[config.mk]
export PLATFORM = sky130hd
export DESIGN_NAME = gdc_regs
export DESIGN_NICKNAME = d
export VERILOG_FILES = /design/src/include/gdc_pkg.sv /design/src/hdl/gdc_regs.sv
export SDC_FILE = /design/constraint.sdc
export NUM_CORES = 1
export LEC_CHECK = 0
export BUFFER_PORTS_ARGS = -buffer_cell sky130_fd_sc_hd__buf_2
export CORE_ASPECT_RATIO = 1.5
export CORE_MARGIN = 2
export CORE_UTILIZATION = 54
export DETAILED_ROUTE_END_ITERATION = 8
export PLACE_DENSITY = 0.85
export SETUP_SLACK_MARGIN = 0.5
export SLEW_MARGIN = 25
export SYNTH_ARGS = -nofsm -noshare
export SYNTH_HDL_FRONTEND = slang
export SYNTH_SLANG_ARGS = --single-unit
[constraint.sdc]
create_clock -name CLK -period 3.1 [get_ports CLK]
set_clock_uncertainty 0.05 [all_clocks]
set_input_delay 0 -clock CLK [delete_from_list [all_inputs] [get_ports CLK]]
set_output_delay 0 -clock CLK [all_outputs]
set_load 0.005 [all_outputs]
[src/include/gdc_pkg.sv]
package gdc_pkg;
	// Register word offsets (byte addresses)
	localparam logic [3:0] ADDR_DEAD_TIME = 4'h0;
	localparam logic [3:0] ADDR_SET_POINT = 4'h4;
	localparam logic [3:0] ADDR_SECOND_REF = 4'h8;
	localparam logic [3:0] ADDR_PERIPH_EN = 4'hC;
	localparam logic [3:0] ADDR_BLOCK_EN = 4'h0;
	localparam logic [3:0] ADDR_MODE = 4'h4;
	localparam logic [0:0] PAGE_MAIN = 1'h0;
	localparam logic [0:0] PAGE_AUX = 1'h1;
	// Reset values
	localparam logic [7:0] RST_DEAD_TIME = 8'h00;
	localparam logic [7:0] RST_SET_POINT = 8'h00;
	localparam logic [7:0] RST_SECOND_REF = 8'h00;
	localparam logic [7:0] RST_PERIPH_EN = 8'h00;
	localparam logic [7:0] RST_BLOCK_EN = 8'h00;
	localparam logic [7:0] RST_MODE = 8'h00;
	// Field positions
	localparam int PDT_HI = 7;
	localparam int PDT_LO = 4;
	localparam int SDT_HI = 3;
	localparam int SDT_LO = 0;
	localparam int PE_PRI_EN = 7;
	localparam int PE_SEC_EN = 6;
	localparam int PE_PBYP = 5;
	localparam int PE_SBYP = 4;
	localparam int PE_PULLUP = 2;
	localparam int PE_PSTEER = 1;
	localparam int PE_SSTEER = 0;
	localparam int AB_DIGOE = 7;
	localparam int AB_TSEL_HI = 6;
	localparam int AB_TSEL_LO = 4;
	localparam int AB_ANAOE = 0;
	localparam int MS_HI = 7;
	localparam int MS_LO = 6;
	// Writable masks; unimplemented bits read zero
	localparam logic [7:0] MASK_PERIPH_EN = 8'hF7;
	localparam logic [7:0] MASK_BLOCK_EN = 8'hFB;
	localparam logic [7:0] MASK_MODE = 8'hE8;
	localparam logic [1:0] MS_MASTER = 2'h1;
	// Dead time step and clock
	localparam int CLK_PERIOD_PS = 4000;
	localparam int DT_STEP_PS = 16000;
	localparam int DT_STEP_CYC = DT_STEP_PS / CLK_PERIOD_PS;
	localparam logic [7:0] DT_STEP_C8 = 8'(DT_STEP_CYC);
	typedef enum logic [2:0] {
		TSEL_DESAT, TSEL_PWM_MONO, TSEL_PWM_OSC, TSEL_TMR_MATCH,
		TSEL_OVERVOLT, TSEL_SW_FREQ, TSEL_ONESHOT, TSEL_UNUSED
	} gdc_test_sel_type;
endpackage

[src/hdl/gdc_regs.sv]
// What this block does
// - Primary dead time is (upper code+1) times 16 ns, 16 to 256 ns.
// - Secondary dead time uses lower code, same (code+1) times 16 ns.
// - Bypass bit one skips that driver's dead time; zero inserts it.
// - Set-point code drives the pedestal-referenced regulation DAC, N/255.
// - Second reference code drives a ground-referenced DAC, N/255.
// - Second reference reaches its pin only in master config 01.
// - Peripheral enable bit 7 enables the primary gate driver.
// - Peripheral enable bit 6 independently enables the secondary driver.
// - Peripheral enable bit 2 turns on the sense pin weak pull-up.
// - Primary steering bit drives primary output alone with open-loop PWM.
// - Secondary steering pulses secondary output only with overvoltage active.
// - Steering PWM period from 8-bit timer period, duty from timer low.
// - Both steering bits set: primary wins, secondary ignored.
// - Digital test enable routes the selected digital signal to test pin.
// - Analog test enable routes analog signal; digital wins if both.
// - Analog only enabled also feeds analog test signals to the ADC.
// - Digital select 000..110 picks the seven internal signals; 111 unused.
// - Digital test enable is bit 7, analog bit 0, both reset zero.
// - Master/slave field: 00 alone, 01 master, 10 slave, 11 semi-master.
//
// Implementation choices: the Wishbone slave port and the register offsets.
`timescale 1ns/100ps
`default_nettype none
module gdc_regs
	import gdc_pkg::*;
(
	input wire logic CLK,
	input wire logic RST,
	input wire logic [4:0] WB_ADR_I,
	input wire logic [31:0] WB_DAT_I,
	output logic [31:0] WB_DAT_O,
	input wire logic WB_WE_I,
	input wire logic [3:0] WB_SEL_I,
	input wire logic WB_CYC_I,
	input wire logic WB_STB_I,
	output logic WB_ACK_O,
	output logic WB_ERR_O,
	input wire logic LOOP_PRIMARY_PWM,
	input wire logic LOOP_SECONDARY_PWM,
	input wire logic OVERVOLT_ACTIVE,
	input wire logic STEER_PWM,
	input wire logic [6:0] DIG_TEST_SIGNALS,
	output logic PRIMARY_GATE_DRIVE,
	output logic SECONDARY_GATE_DRIVE,
	output logic [7:0] SET_POINT_CODE,
	output logic [7:0] SECOND_REFERENCE_CODE,
	output logic REFERENCE_OUTPUT_ENABLE,
	output logic SENSE_PIN_PULLUP_ENABLE,
	output logic TEST_DIGITAL_VALUE,
	output logic TEST_DIGITAL_ROUTE,
	output logic TEST_ANALOG_ROUTE,
	output logic ANALOG_TEST_TO_ADC
);
	typedef struct packed {
		logic [7:0] dead_time;
		logic [7:0] set_point;
		logic [7:0] second_ref;
		logic [7:0] periph_en;
		logic [7:0] block_en;
		logic [7:0] mode;
		logic [31:0] rdata;
		logic ack;
		logic err;
		logic [1:0] in_p1;
		logic [1:0] in_p2;
		logic [1:0] in_s1;
		logic [1:0] in_s2;
		logic [1:0] cmd_prev;
		logic [7:0] p_cnt;
		logic [7:0] s_cnt;
		logic p_out;
		logic s_out;
		logic [2:0] ctl_s1;
		logic [2:0] ctl_s2;
		logic [6:0] dig_s1;
		logic [6:0] dig_s2;
		logic test_val;
		logic test_dig;
		logic test_ana;
		logic to_adc;
		logic ref_en;
	} gdc_state_type;

	gdc_state_type s_q, s_d;
	logic req, wr_lane0, page_ok, hit;
	logic [3:0] woff;
	logic p_cmd, s_cmd;
	logic [7:0] p_delay, s_delay;
	logic [2:0] tsel;

	// Word select: bit 4 chooses the aux page of locally placed registers
	assign woff = {WB_ADR_I[3:2], 2'h0};
	assign req = WB_CYC_I && WB_STB_I && !s_q.ack && !s_q.err;
	assign wr_lane0 = req && WB_WE_I && WB_SEL_I[0];
	assign page_ok = (WB_ADR_I[4] == PAGE_MAIN) || (woff == ADDR_BLOCK_EN)
		|| (woff == ADDR_MODE);
	assign hit = page_ok;

	// Steering picks the gate command; primary steer dominates
	always_comb begin
		if (s_q.periph_en[PE_PSTEER]) begin
			p_cmd = s_q.in_p2[1];
			s_cmd = 1'b0;
		end else if (s_q.periph_en[PE_SSTEER]) begin
			p_cmd = 1'b0;
			s_cmd = s_q.in_p2[1] && s_q.in_s2[1];
		end else begin
			p_cmd = s_q.in_p2[0];
			s_cmd = s_q.in_s2[0];
		end
	end

	// Delay in cycles: (code+1) steps of 16 ns
	assign p_delay = 8'({4'h0, s_q.dead_time[PDT_HI:PDT_LO]} + 8'h01)
		* DT_STEP_C8;
	assign s_delay = 8'({4'h0, s_q.dead_time[SDT_HI:SDT_LO]} + 8'h01)
		* DT_STEP_C8;
	assign tsel = s_q.ctl_s2;

	always_comb begin
		s_d = s_q;
		s_d.ack = 1'b0;
		s_d.err = 1'b0;
		// Two-flop synchronisers for all asynchronous inputs
		s_d.in_p1 = {STEER_PWM, LOOP_PRIMARY_PWM};
		s_d.in_p2 = s_q.in_p1;
		s_d.in_s1 = {OVERVOLT_ACTIVE, LOOP_SECONDARY_PWM};
		s_d.in_s2 = s_q.in_s1;
		s_d.dig_s1 = DIG_TEST_SIGNALS;
		s_d.dig_s2 = s_q.dig_s1;
		s_d.ctl_s1 = s_q.block_en[AB_TSEL_HI:AB_TSEL_LO];
		s_d.ctl_s2 = s_q.ctl_s1;
		s_d.cmd_prev = {s_cmd, p_cmd};
		// Bus slave: one-cycle answer, error on unmapped word
		if (req) begin
			s_d.ack = hit;
			s_d.err = !hit;
			s_d.rdata = 32'h0;
			if (WB_ADR_I[4] == PAGE_MAIN) begin
				unique case (woff)
				ADDR_DEAD_TIME: s_d.rdata[7:0] = s_q.dead_time;
				ADDR_SET_POINT: s_d.rdata[7:0] = s_q.set_point;
				ADDR_SECOND_REF: s_d.rdata[7:0] = s_q.second_ref;
				default: s_d.rdata[7:0] = s_q.periph_en;
				endcase
			end else if (woff == ADDR_BLOCK_EN) begin
				s_d.rdata[7:0] = s_q.block_en;
			end else begin
				s_d.rdata[7:0] = s_q.mode;
			end
		end
		if (wr_lane0 && hit) begin
			if (WB_ADR_I[4] == PAGE_MAIN) begin
				unique case (woff)
				ADDR_DEAD_TIME: s_d.dead_time = WB_DAT_I[7:0];
				ADDR_SET_POINT: s_d.set_point = WB_DAT_I[7:0];
				ADDR_SECOND_REF: s_d.second_ref = WB_DAT_I[7:0];
				default: s_d.periph_en = WB_DAT_I[7:0] & MASK_PERIPH_EN;
				endcase
			end else if (woff == ADDR_BLOCK_EN) begin
				s_d.block_en = WB_DAT_I[7:0] & MASK_BLOCK_EN;
			end else begin
				s_d.mode = WB_DAT_I[7:0] & MASK_MODE;
			end
		end
		// Primary driver: delay rising edge only, drop at once
		if (!s_q.periph_en[PE_PRI_EN] || !p_cmd) begin
			s_d.p_out = 1'b0;
			s_d.p_cnt = 8'h00;
		end else if (s_q.periph_en[PE_PBYP]) begin
			s_d.p_out = 1'b1;
		end else if (!s_q.p_out) begin
			s_d.p_cnt = s_q.p_cnt + 8'h01;
			s_d.p_out = (s_q.p_cnt + 8'h01) >= p_delay;
		end
		// Secondary driver mirrors the primary
		if (!s_q.periph_en[PE_SEC_EN] || !s_cmd) begin
			s_d.s_out = 1'b0;
			s_d.s_cnt = 8'h00;
		end else if (s_q.periph_en[PE_SBYP]) begin
			s_d.s_out = 1'b1;
		end else if (!s_q.s_out) begin
			s_d.s_cnt = s_q.s_cnt + 8'h01;
			s_d.s_out = (s_q.s_cnt + 8'h01) >= s_delay;
		end
		// Test pin routing; digital wins over analog
		s_d.test_dig = s_q.block_en[AB_DIGOE];
		s_d.test_ana = s_q.block_en[AB_ANAOE] && !s_q.block_en[AB_DIGOE];
		s_d.to_adc = s_q.block_en[AB_ANAOE] && !s_q.block_en[AB_DIGOE];
		// Code 111 has no source, so it reads as low
		if (tsel == TSEL_UNUSED) begin
			s_d.test_val = 1'b0;
		end else begin
			s_d.test_val = s_q.dig_s2[tsel];
		end
		s_d.ref_en = s_q.mode[MS_HI:MS_LO] == MS_MASTER;
	end

	always_ff @(posedge CLK or posedge RST) begin
		if (RST) begin
			s_q <= '0;
			s_q.dead_time <= RST_DEAD_TIME;
			s_q.set_point <= RST_SET_POINT;
			s_q.second_ref <= RST_SECOND_REF;
			s_q.periph_en <= RST_PERIPH_EN;
			s_q.block_en <= RST_BLOCK_EN;
			s_q.mode <= RST_MODE;
		end else begin
			s_q <= s_d;
		end
	end

	// Outputs straight from flops
	assign WB_DAT_O = s_q.rdata;
	assign WB_ACK_O = s_q.ack;
	assign WB_ERR_O = s_q.err;
	assign PRIMARY_GATE_DRIVE = s_q.p_out;
	assign SECONDARY_GATE_DRIVE = s_q.s_out;
	assign SET_POINT_CODE = s_q.set_point;
	assign SECOND_REFERENCE_CODE = s_q.second_ref;
	assign REFERENCE_OUTPUT_ENABLE = s_q.ref_en;
	assign SENSE_PIN_PULLUP_ENABLE = s_q.periph_en[PE_PULLUP];
	assign TEST_DIGITAL_VALUE = s_q.test_val;
	assign TEST_DIGITAL_ROUTE = s_q.test_dig;
	assign TEST_ANALOG_ROUTE = s_q.test_ana;
	assign ANALOG_TEST_TO_ADC = s_q.to_adc;

	property p_primary_off;
		@(posedge CLK) disable iff (RST)
		!s_q.periph_en[PE_PRI_EN] |=> !PRIMARY_GATE_DRIVE;
	endproperty
	a_primary_off: assert property (p_primary_off)
		else $error("primary drive high while disabled");

	property p_secondary_off;
		@(posedge CLK) disable iff (RST)
		!s_q.periph_en[PE_SEC_EN] |=> !SECONDARY_GATE_DRIVE;
	endproperty
	a_secondary_off: assert property (p_secondary_off)
		else $error("secondary drive high while disabled");

	property p_dead_min;
		@(posedge CLK) disable iff (RST)
		$rose(PRIMARY_GATE_DRIVE) && !s_q.periph_en[PE_PBYP]
			|-> $past(p_cmd, DT_STEP_CYC);
	endproperty
	a_dead_min: assert property (p_dead_min)
		else $error("primary turned on before dead time");

	property p_bypass;
		@(posedge CLK) disable iff (RST)
		s_q.periph_en[PE_PBYP] && s_q.periph_en[PE_PRI_EN] && p_cmd
			|=> PRIMARY_GATE_DRIVE;
	endproperty
	a_bypass: assert property (p_bypass)
		else $error("bypass did not pass edge at once");

	property p_fall;
		@(posedge CLK) disable iff (RST)
		!p_cmd |=> !PRIMARY_GATE_DRIVE;
	endproperty
	a_fall: assert property (p_fall)
		else $error("turn-off was delayed");

	property p_steer_dom;
		@(posedge CLK) disable iff (RST)
		s_q.periph_en[PE_PSTEER] |=> !SECONDARY_GATE_DRIVE;
	endproperty
	a_steer_dom: assert property (p_steer_dom)
		else $error("secondary drove during primary steering");

	property p_ref_route;
		@(posedge CLK) disable iff (RST)
		REFERENCE_OUTPUT_ENABLE |-> $past(s_q.mode[MS_HI:MS_LO]) == MS_MASTER;
	endproperty
	a_ref_route: assert property (p_ref_route)
		else $error("reference routed outside master mode");

	property p_test_pri;
		@(posedge CLK) disable iff (RST)
		TEST_DIGITAL_ROUTE |-> !TEST_ANALOG_ROUTE && !ANALOG_TEST_TO_ADC;
	endproperty
	a_test_pri: assert property (p_test_pri)
		else $error("analog routed while digital enabled");

	property p_ack_once;
		@(posedge CLK) disable iff (RST)
		WB_ACK_O |=> !WB_ACK_O;
	endproperty
	a_ack_once: assert property (p_ack_once)
		else $error("ack held two cycles");

	// Secondary driver checks mirror the primary ones
	property p_sec_dead_min;
		@(posedge CLK) disable iff (RST)
		$rose(SECONDARY_GATE_DRIVE) && !s_q.periph_en[PE_SBYP]
			|-> $past(s_cmd, DT_STEP_CYC);
	endproperty
	a_sec_dead_min: assert property (p_sec_dead_min)
		else $error("secondary turned on before dead time");

	property p_sec_bypass;
		@(posedge CLK) disable iff (RST)
		s_q.periph_en[PE_SBYP] && s_q.periph_en[PE_SEC_EN] && s_cmd
			|=> SECONDARY_GATE_DRIVE;
	endproperty
	a_sec_bypass: assert property (p_sec_bypass)
		else $error("secondary bypass did not pass edge at once");

	property p_sec_fall;
		@(posedge CLK) disable iff (RST)
		!s_cmd |=> !SECONDARY_GATE_DRIVE;
	endproperty
	a_sec_fall: assert property (p_sec_fall)
		else $error("secondary turn-off was delayed");

	// Open-loop steering: the timer PWM alone commands the primary
	property p_steer_pri;
		@(posedge CLK) disable iff (RST)
		s_q.periph_en[PE_PSTEER] && s_q.periph_en[PE_PRI_EN]
			&& s_q.periph_en[PE_PBYP] && s_q.in_p2[1]
			|=> PRIMARY_GATE_DRIVE;
	endproperty
	a_steer_pri: assert property (p_steer_pri)
		else $error("primary steering PWM did not reach the gate");

	property p_steer_sec;
		@(posedge CLK) disable iff (RST)
		s_q.periph_en[PE_SSTEER] && !s_q.in_s2[1] |=> !SECONDARY_GATE_DRIVE;
	endproperty
	a_steer_sec: assert property (p_steer_sec)
		else $error("secondary steered without overvoltage");

	property p_unused_sel;
		@(posedge CLK) disable iff (RST)
		tsel == TSEL_UNUSED |=> !TEST_DIGITAL_VALUE;
	endproperty
	a_unused_sel: assert property (p_unused_sel)
		else $error("unused test select drove the test value");

	c_write: cover property (@(posedge CLK) wr_lane0 && hit);
	c_p_on: cover property (@(posedge CLK) $rose(PRIMARY_GATE_DRIVE));
	c_s_steer: cover property (@(posedge CLK)
		s_q.periph_en[PE_SSTEER] && SECONDARY_GATE_DRIVE);
	c_err: cover property (@(posedge CLK) WB_ERR_O);
	c_s_on: cover property (@(posedge CLK) $rose(SECONDARY_GATE_DRIVE));
endmodule
`default_nettype wire

==> flow_metrics.tcl <==
set metrics [dict create \
    clkLatencyLatePin_ns 0.35 \
    final_util_pct 63.7 \
    hold-path-endpoint "WB_ERR_O" \
    ys_ff_latch 102 \
    hold_class "input pin to register" \
    path_class "register to register" \
    critPathCaptureType "register" \
    synth.largest_area_cell "dfrtp_1" \
    root_buffer "clkbuf_16" \
    die_y_um 120 \
    synthFlopType "dfrtp_1" \
    p_leak_nw 2.66 \
    yosys_warnings 0 \
    hold_ws_ns 0.0686 \
    drcViolationCount 0 \
    ant_nets 0 \
    fin_crit_ns 2.23 \
    ff2ff_path_depth 4 \
    die_w_um 81.5 \
    yosys.area_share.adder_pct 4.12 \
    power_mw 3.16 \
    drv_cap 0 \
    syn_avg_cell_area_sq_um 12.1 \
    synth_compound_area_share_pct 5.02 \
    cts_buffers 9 \
    grt_pass1_wl_um 16100 \
    synth_top_family_by_area "multiplexers" \
    powerDensity_nw_per_um2 566 \
    diodes 0 \
    setup_tns_ns 0 \
    place_hpwl_um 6830 \
    synthArstFlopShare_pct 100 \
    drive_gt1_share_pct 29.2 \
    area_growth_pct 14.9 \
    place_congestion 0.891 \
    tightest_slew_ns 0.648 \
    whs_path_depth 3 \
    synth_top_area_share_pct 52.5 \
    clock-sinks 102 \
    clk_pin_slew_worst_paths_ns 0.07 \
    die_area_sq_um 9800 \
    r2r_setup_slack_ns 0.87 \
    ys_seq_area_share_pct 52.5 \
    clockPowerShare_pct 39.0 \
    worst_setup_path_start_kind "register" \
    crit_path_max_fanout 8 \
    crit-reg2reg-launch "WB_ACK_O" \
    slew_headroom_pct 56.5 \
    netlist_instances 401 \
    fin_area_sq_um 5590 \
    switching_power_uw 763 \
    slowest_delay_ns 0.55 \
    worst_ep_arrival_time_ns 2.41 \
    routed_wl_um 10000 \
    grt_max_degree 60 \
    core-area_sq_um 8780 \
    gr-total-overflow 0 \
    fin_nets 535 \
    internal-power_mw 2.40 \
    hold_viol 0 \
    rsz0062_at_grt "no" \
    clock.fmax_mhz 448 \
    outcome "finished clean" \
    maxSlewViolCount 0 \
    p_seq_share_pct 48.9 \
    synth_edf_count 0 \
    finalSetupViolCount 0 \
    clock_path_buffers 2 \
    combPwrFrac_pct 12.0 \
    viasPerCell 5.48 \
    drtIter0Drc 180 \
    vias 3157 \
    holdCritStartpoint "WB_ADR_I[3]" \
    irDropWorstVdd_mv 0.364 \
    initial_utilization_pct 55.4 \
    grt_antenna_before_repair 0 \
    worst_r2r_endpoint "SECOND_REFERENCE_CODE[5]" \
    port_buffers 61 \
    path_cells "nand4bb_1 -> or3_1 -> nor3b_4 -> mux2_2" \
    synth-xor-area-share_pct 5.40 \
    cp.required_ns 3.28 \
    num_rows 42 \
    fin_crit_sh_pct 72.0 \
    grt_pass1_vias 3302 \
    synthTopCellsByArea "dfrtp_1 52%, mux2_2 9.7%, buf_4 7.6%" \
    synth_simple_gate_area_share_pct 10.0 \
    place_area_sq_um 5020 \
    muxShareOfSynthArea_pct 13.8 \
    slowest_stage "nor3b_4" \
    htree_levels 3 \
    pin_count 115 \
    grt_usage_pct 22.3 \
    syn-cell-area_sq_um 4860 \
    synth.distinct_cells 39 \
    wl_per_cell_um 17.4 \
    drt-pass1-iter-count 4 \
    tritoncts "built" \
    swShare_pct 24.1 \
]
==> layer usage <==
layer / global-route usage [%] / part of all wire (%) / up-vias
li1: - / - / 1437
met1: 25.8 / 37 / 1586
met2: 38.6 / 56 / 114
met3: 4.63 / 5.4 / 20
met4: 10.6 / 2.1 / 0
met5: 0 / 0 / -
==> power by group through the flow <==
stage	logic, mW	clock network [mW]	registers, mW
floorplan	0.307	0	1.53
global placement	0.339	0	1.56
detailed placement	0.356	0	1.57
CTS	0.380	1.26	1.55
global route	0.425	1.32	1.56
finish	0.381	1.23	1.55
==> stage by stage <==
stage	setup slack (ns)	cells
2_1_floorplan	1.12	424
3_3_place_gp	0.939	539
3_5_place_dp	0.905	539
4_1_cts	0.874	575
5_1_grt	0.810	576
6_report	0.867	576
==> sequential cells by signal, indices dropped and copies added, names as in the netlist, 3 cells and up <==
register and cells:
tsel 3, s_d 18, SECOND_REFERENCE_CODE 8, s_q 48, SET_POINT_CODE 8, WB_DAT_O 8
==> cell usage in the layout, fill, tap and decap left out, types with 2 or more instances in the layout <==
cell / count
dfrtp_1: 102
buf_2: 61
mux2_2: 42
nor2_1: 26
nand2_1: 24
conb_1: 24
dlygate4sd3_1: 21
ha_1: 16
nand3_1: 15
xnor2_1: 15
xor2_1: 15
o21ai_0: 13
clkbuf_16: 9
mux4_2: 8
a31oi_1: 7
inv_1: 7
nor2b_1: 5
nor3_1: 4
o31ai_1: 3
a311oi_1: 3
a21o_1: 3
o21a_1: 3
a21oi_1: 3
nand4_1: 3
nand2b_1: 2
nor2_2: 2
a22o_1: 2
mux2i_1: 2
nand3b_1: 2
and4_1: 2
and2_1: 2
nor4_1: 2
inv_6: 2
bufinv_16: 2
clkbuf_8: 2
buf_4: 2
==> critical path, delay by kind of cell, from the launching register on <==
kind / cells / cell delay (ns)
AND/OR/NAND/NOR: 3 / 1.27
flip-flops: 1 / 0.38
multiplexers: 1 / 0.40
==> worst max path at each step <==
stage | to | slack, ns | from
global placement | SECOND_REFERENCE_CODE[2] | 0.94 | WB_ACK_O
floorplan | SECOND_REFERENCE_CODE[0] | 1.12 | WB_ERR_O
CTS | SECOND_REFERENCE_CODE[4] | 0.87 | WB_ACK_O
global route | SECOND_REFERENCE_CODE[4] | 0.81 | WB_ACK_O
finish | SECOND_REFERENCE_CODE[5] | 0.87 | WB_ACK_O
detailed placement | SECOND_REFERENCE_CODE[5] | 0.91 | WB_ERR_O
==> cell families (layout without fill, tap and decap cells) <==
kind of cell               count (synthesis)  in the layout
xor gates and xnor gates                  30             30
buffers and inverters                     67            109
other                                      1             24
DFF                                      102            102
and+or+nand+nor                           95             95
adders and majority gates                 16             16
muxes                                     52             52
AOI/OAI and AO/OA                         38             38
==> cells in the mapped netlist (all sizes together) (2+ instances only) <==
master and count:
a21o 3, a21oi 3, a22o 2, a311oi 3, a31oi 7, and2 2, and4 2, buf 53
clkbuf 6, dfrtp 102, ha 16, inv 8, mux2 42, mux2i 2, mux4 8, nand2 24
nand2b 2, nand3 15, nand3b 2, nand4 3, nor2 28, nor2b 5, nor3 5, nor4 3
o21a 3, o21ai 13, o31ai 3, xnor2 15, xor2 15
==> layout make-up <==
class | instances | area (sq um)
clock buffers | 11 | 253
clock inverters | 4 | 77.6
fillers | 639 | 3190
inverters | 8 | 33.8
multi-input cells | 255 | 1960
flip-flops and latches | 102 | 2550
well taps | 110 | 138
repair buffers | 86 | 578
==> what timing repair did <==
item                                   4_1_cts  5_1_grt
hold buffers                                21        0
endpoints found under the hold margin       97        0
buffers inserted                             0        0
gates resized for setup                      0        0
Note: power is estimated with default switching activity, not from simulation.
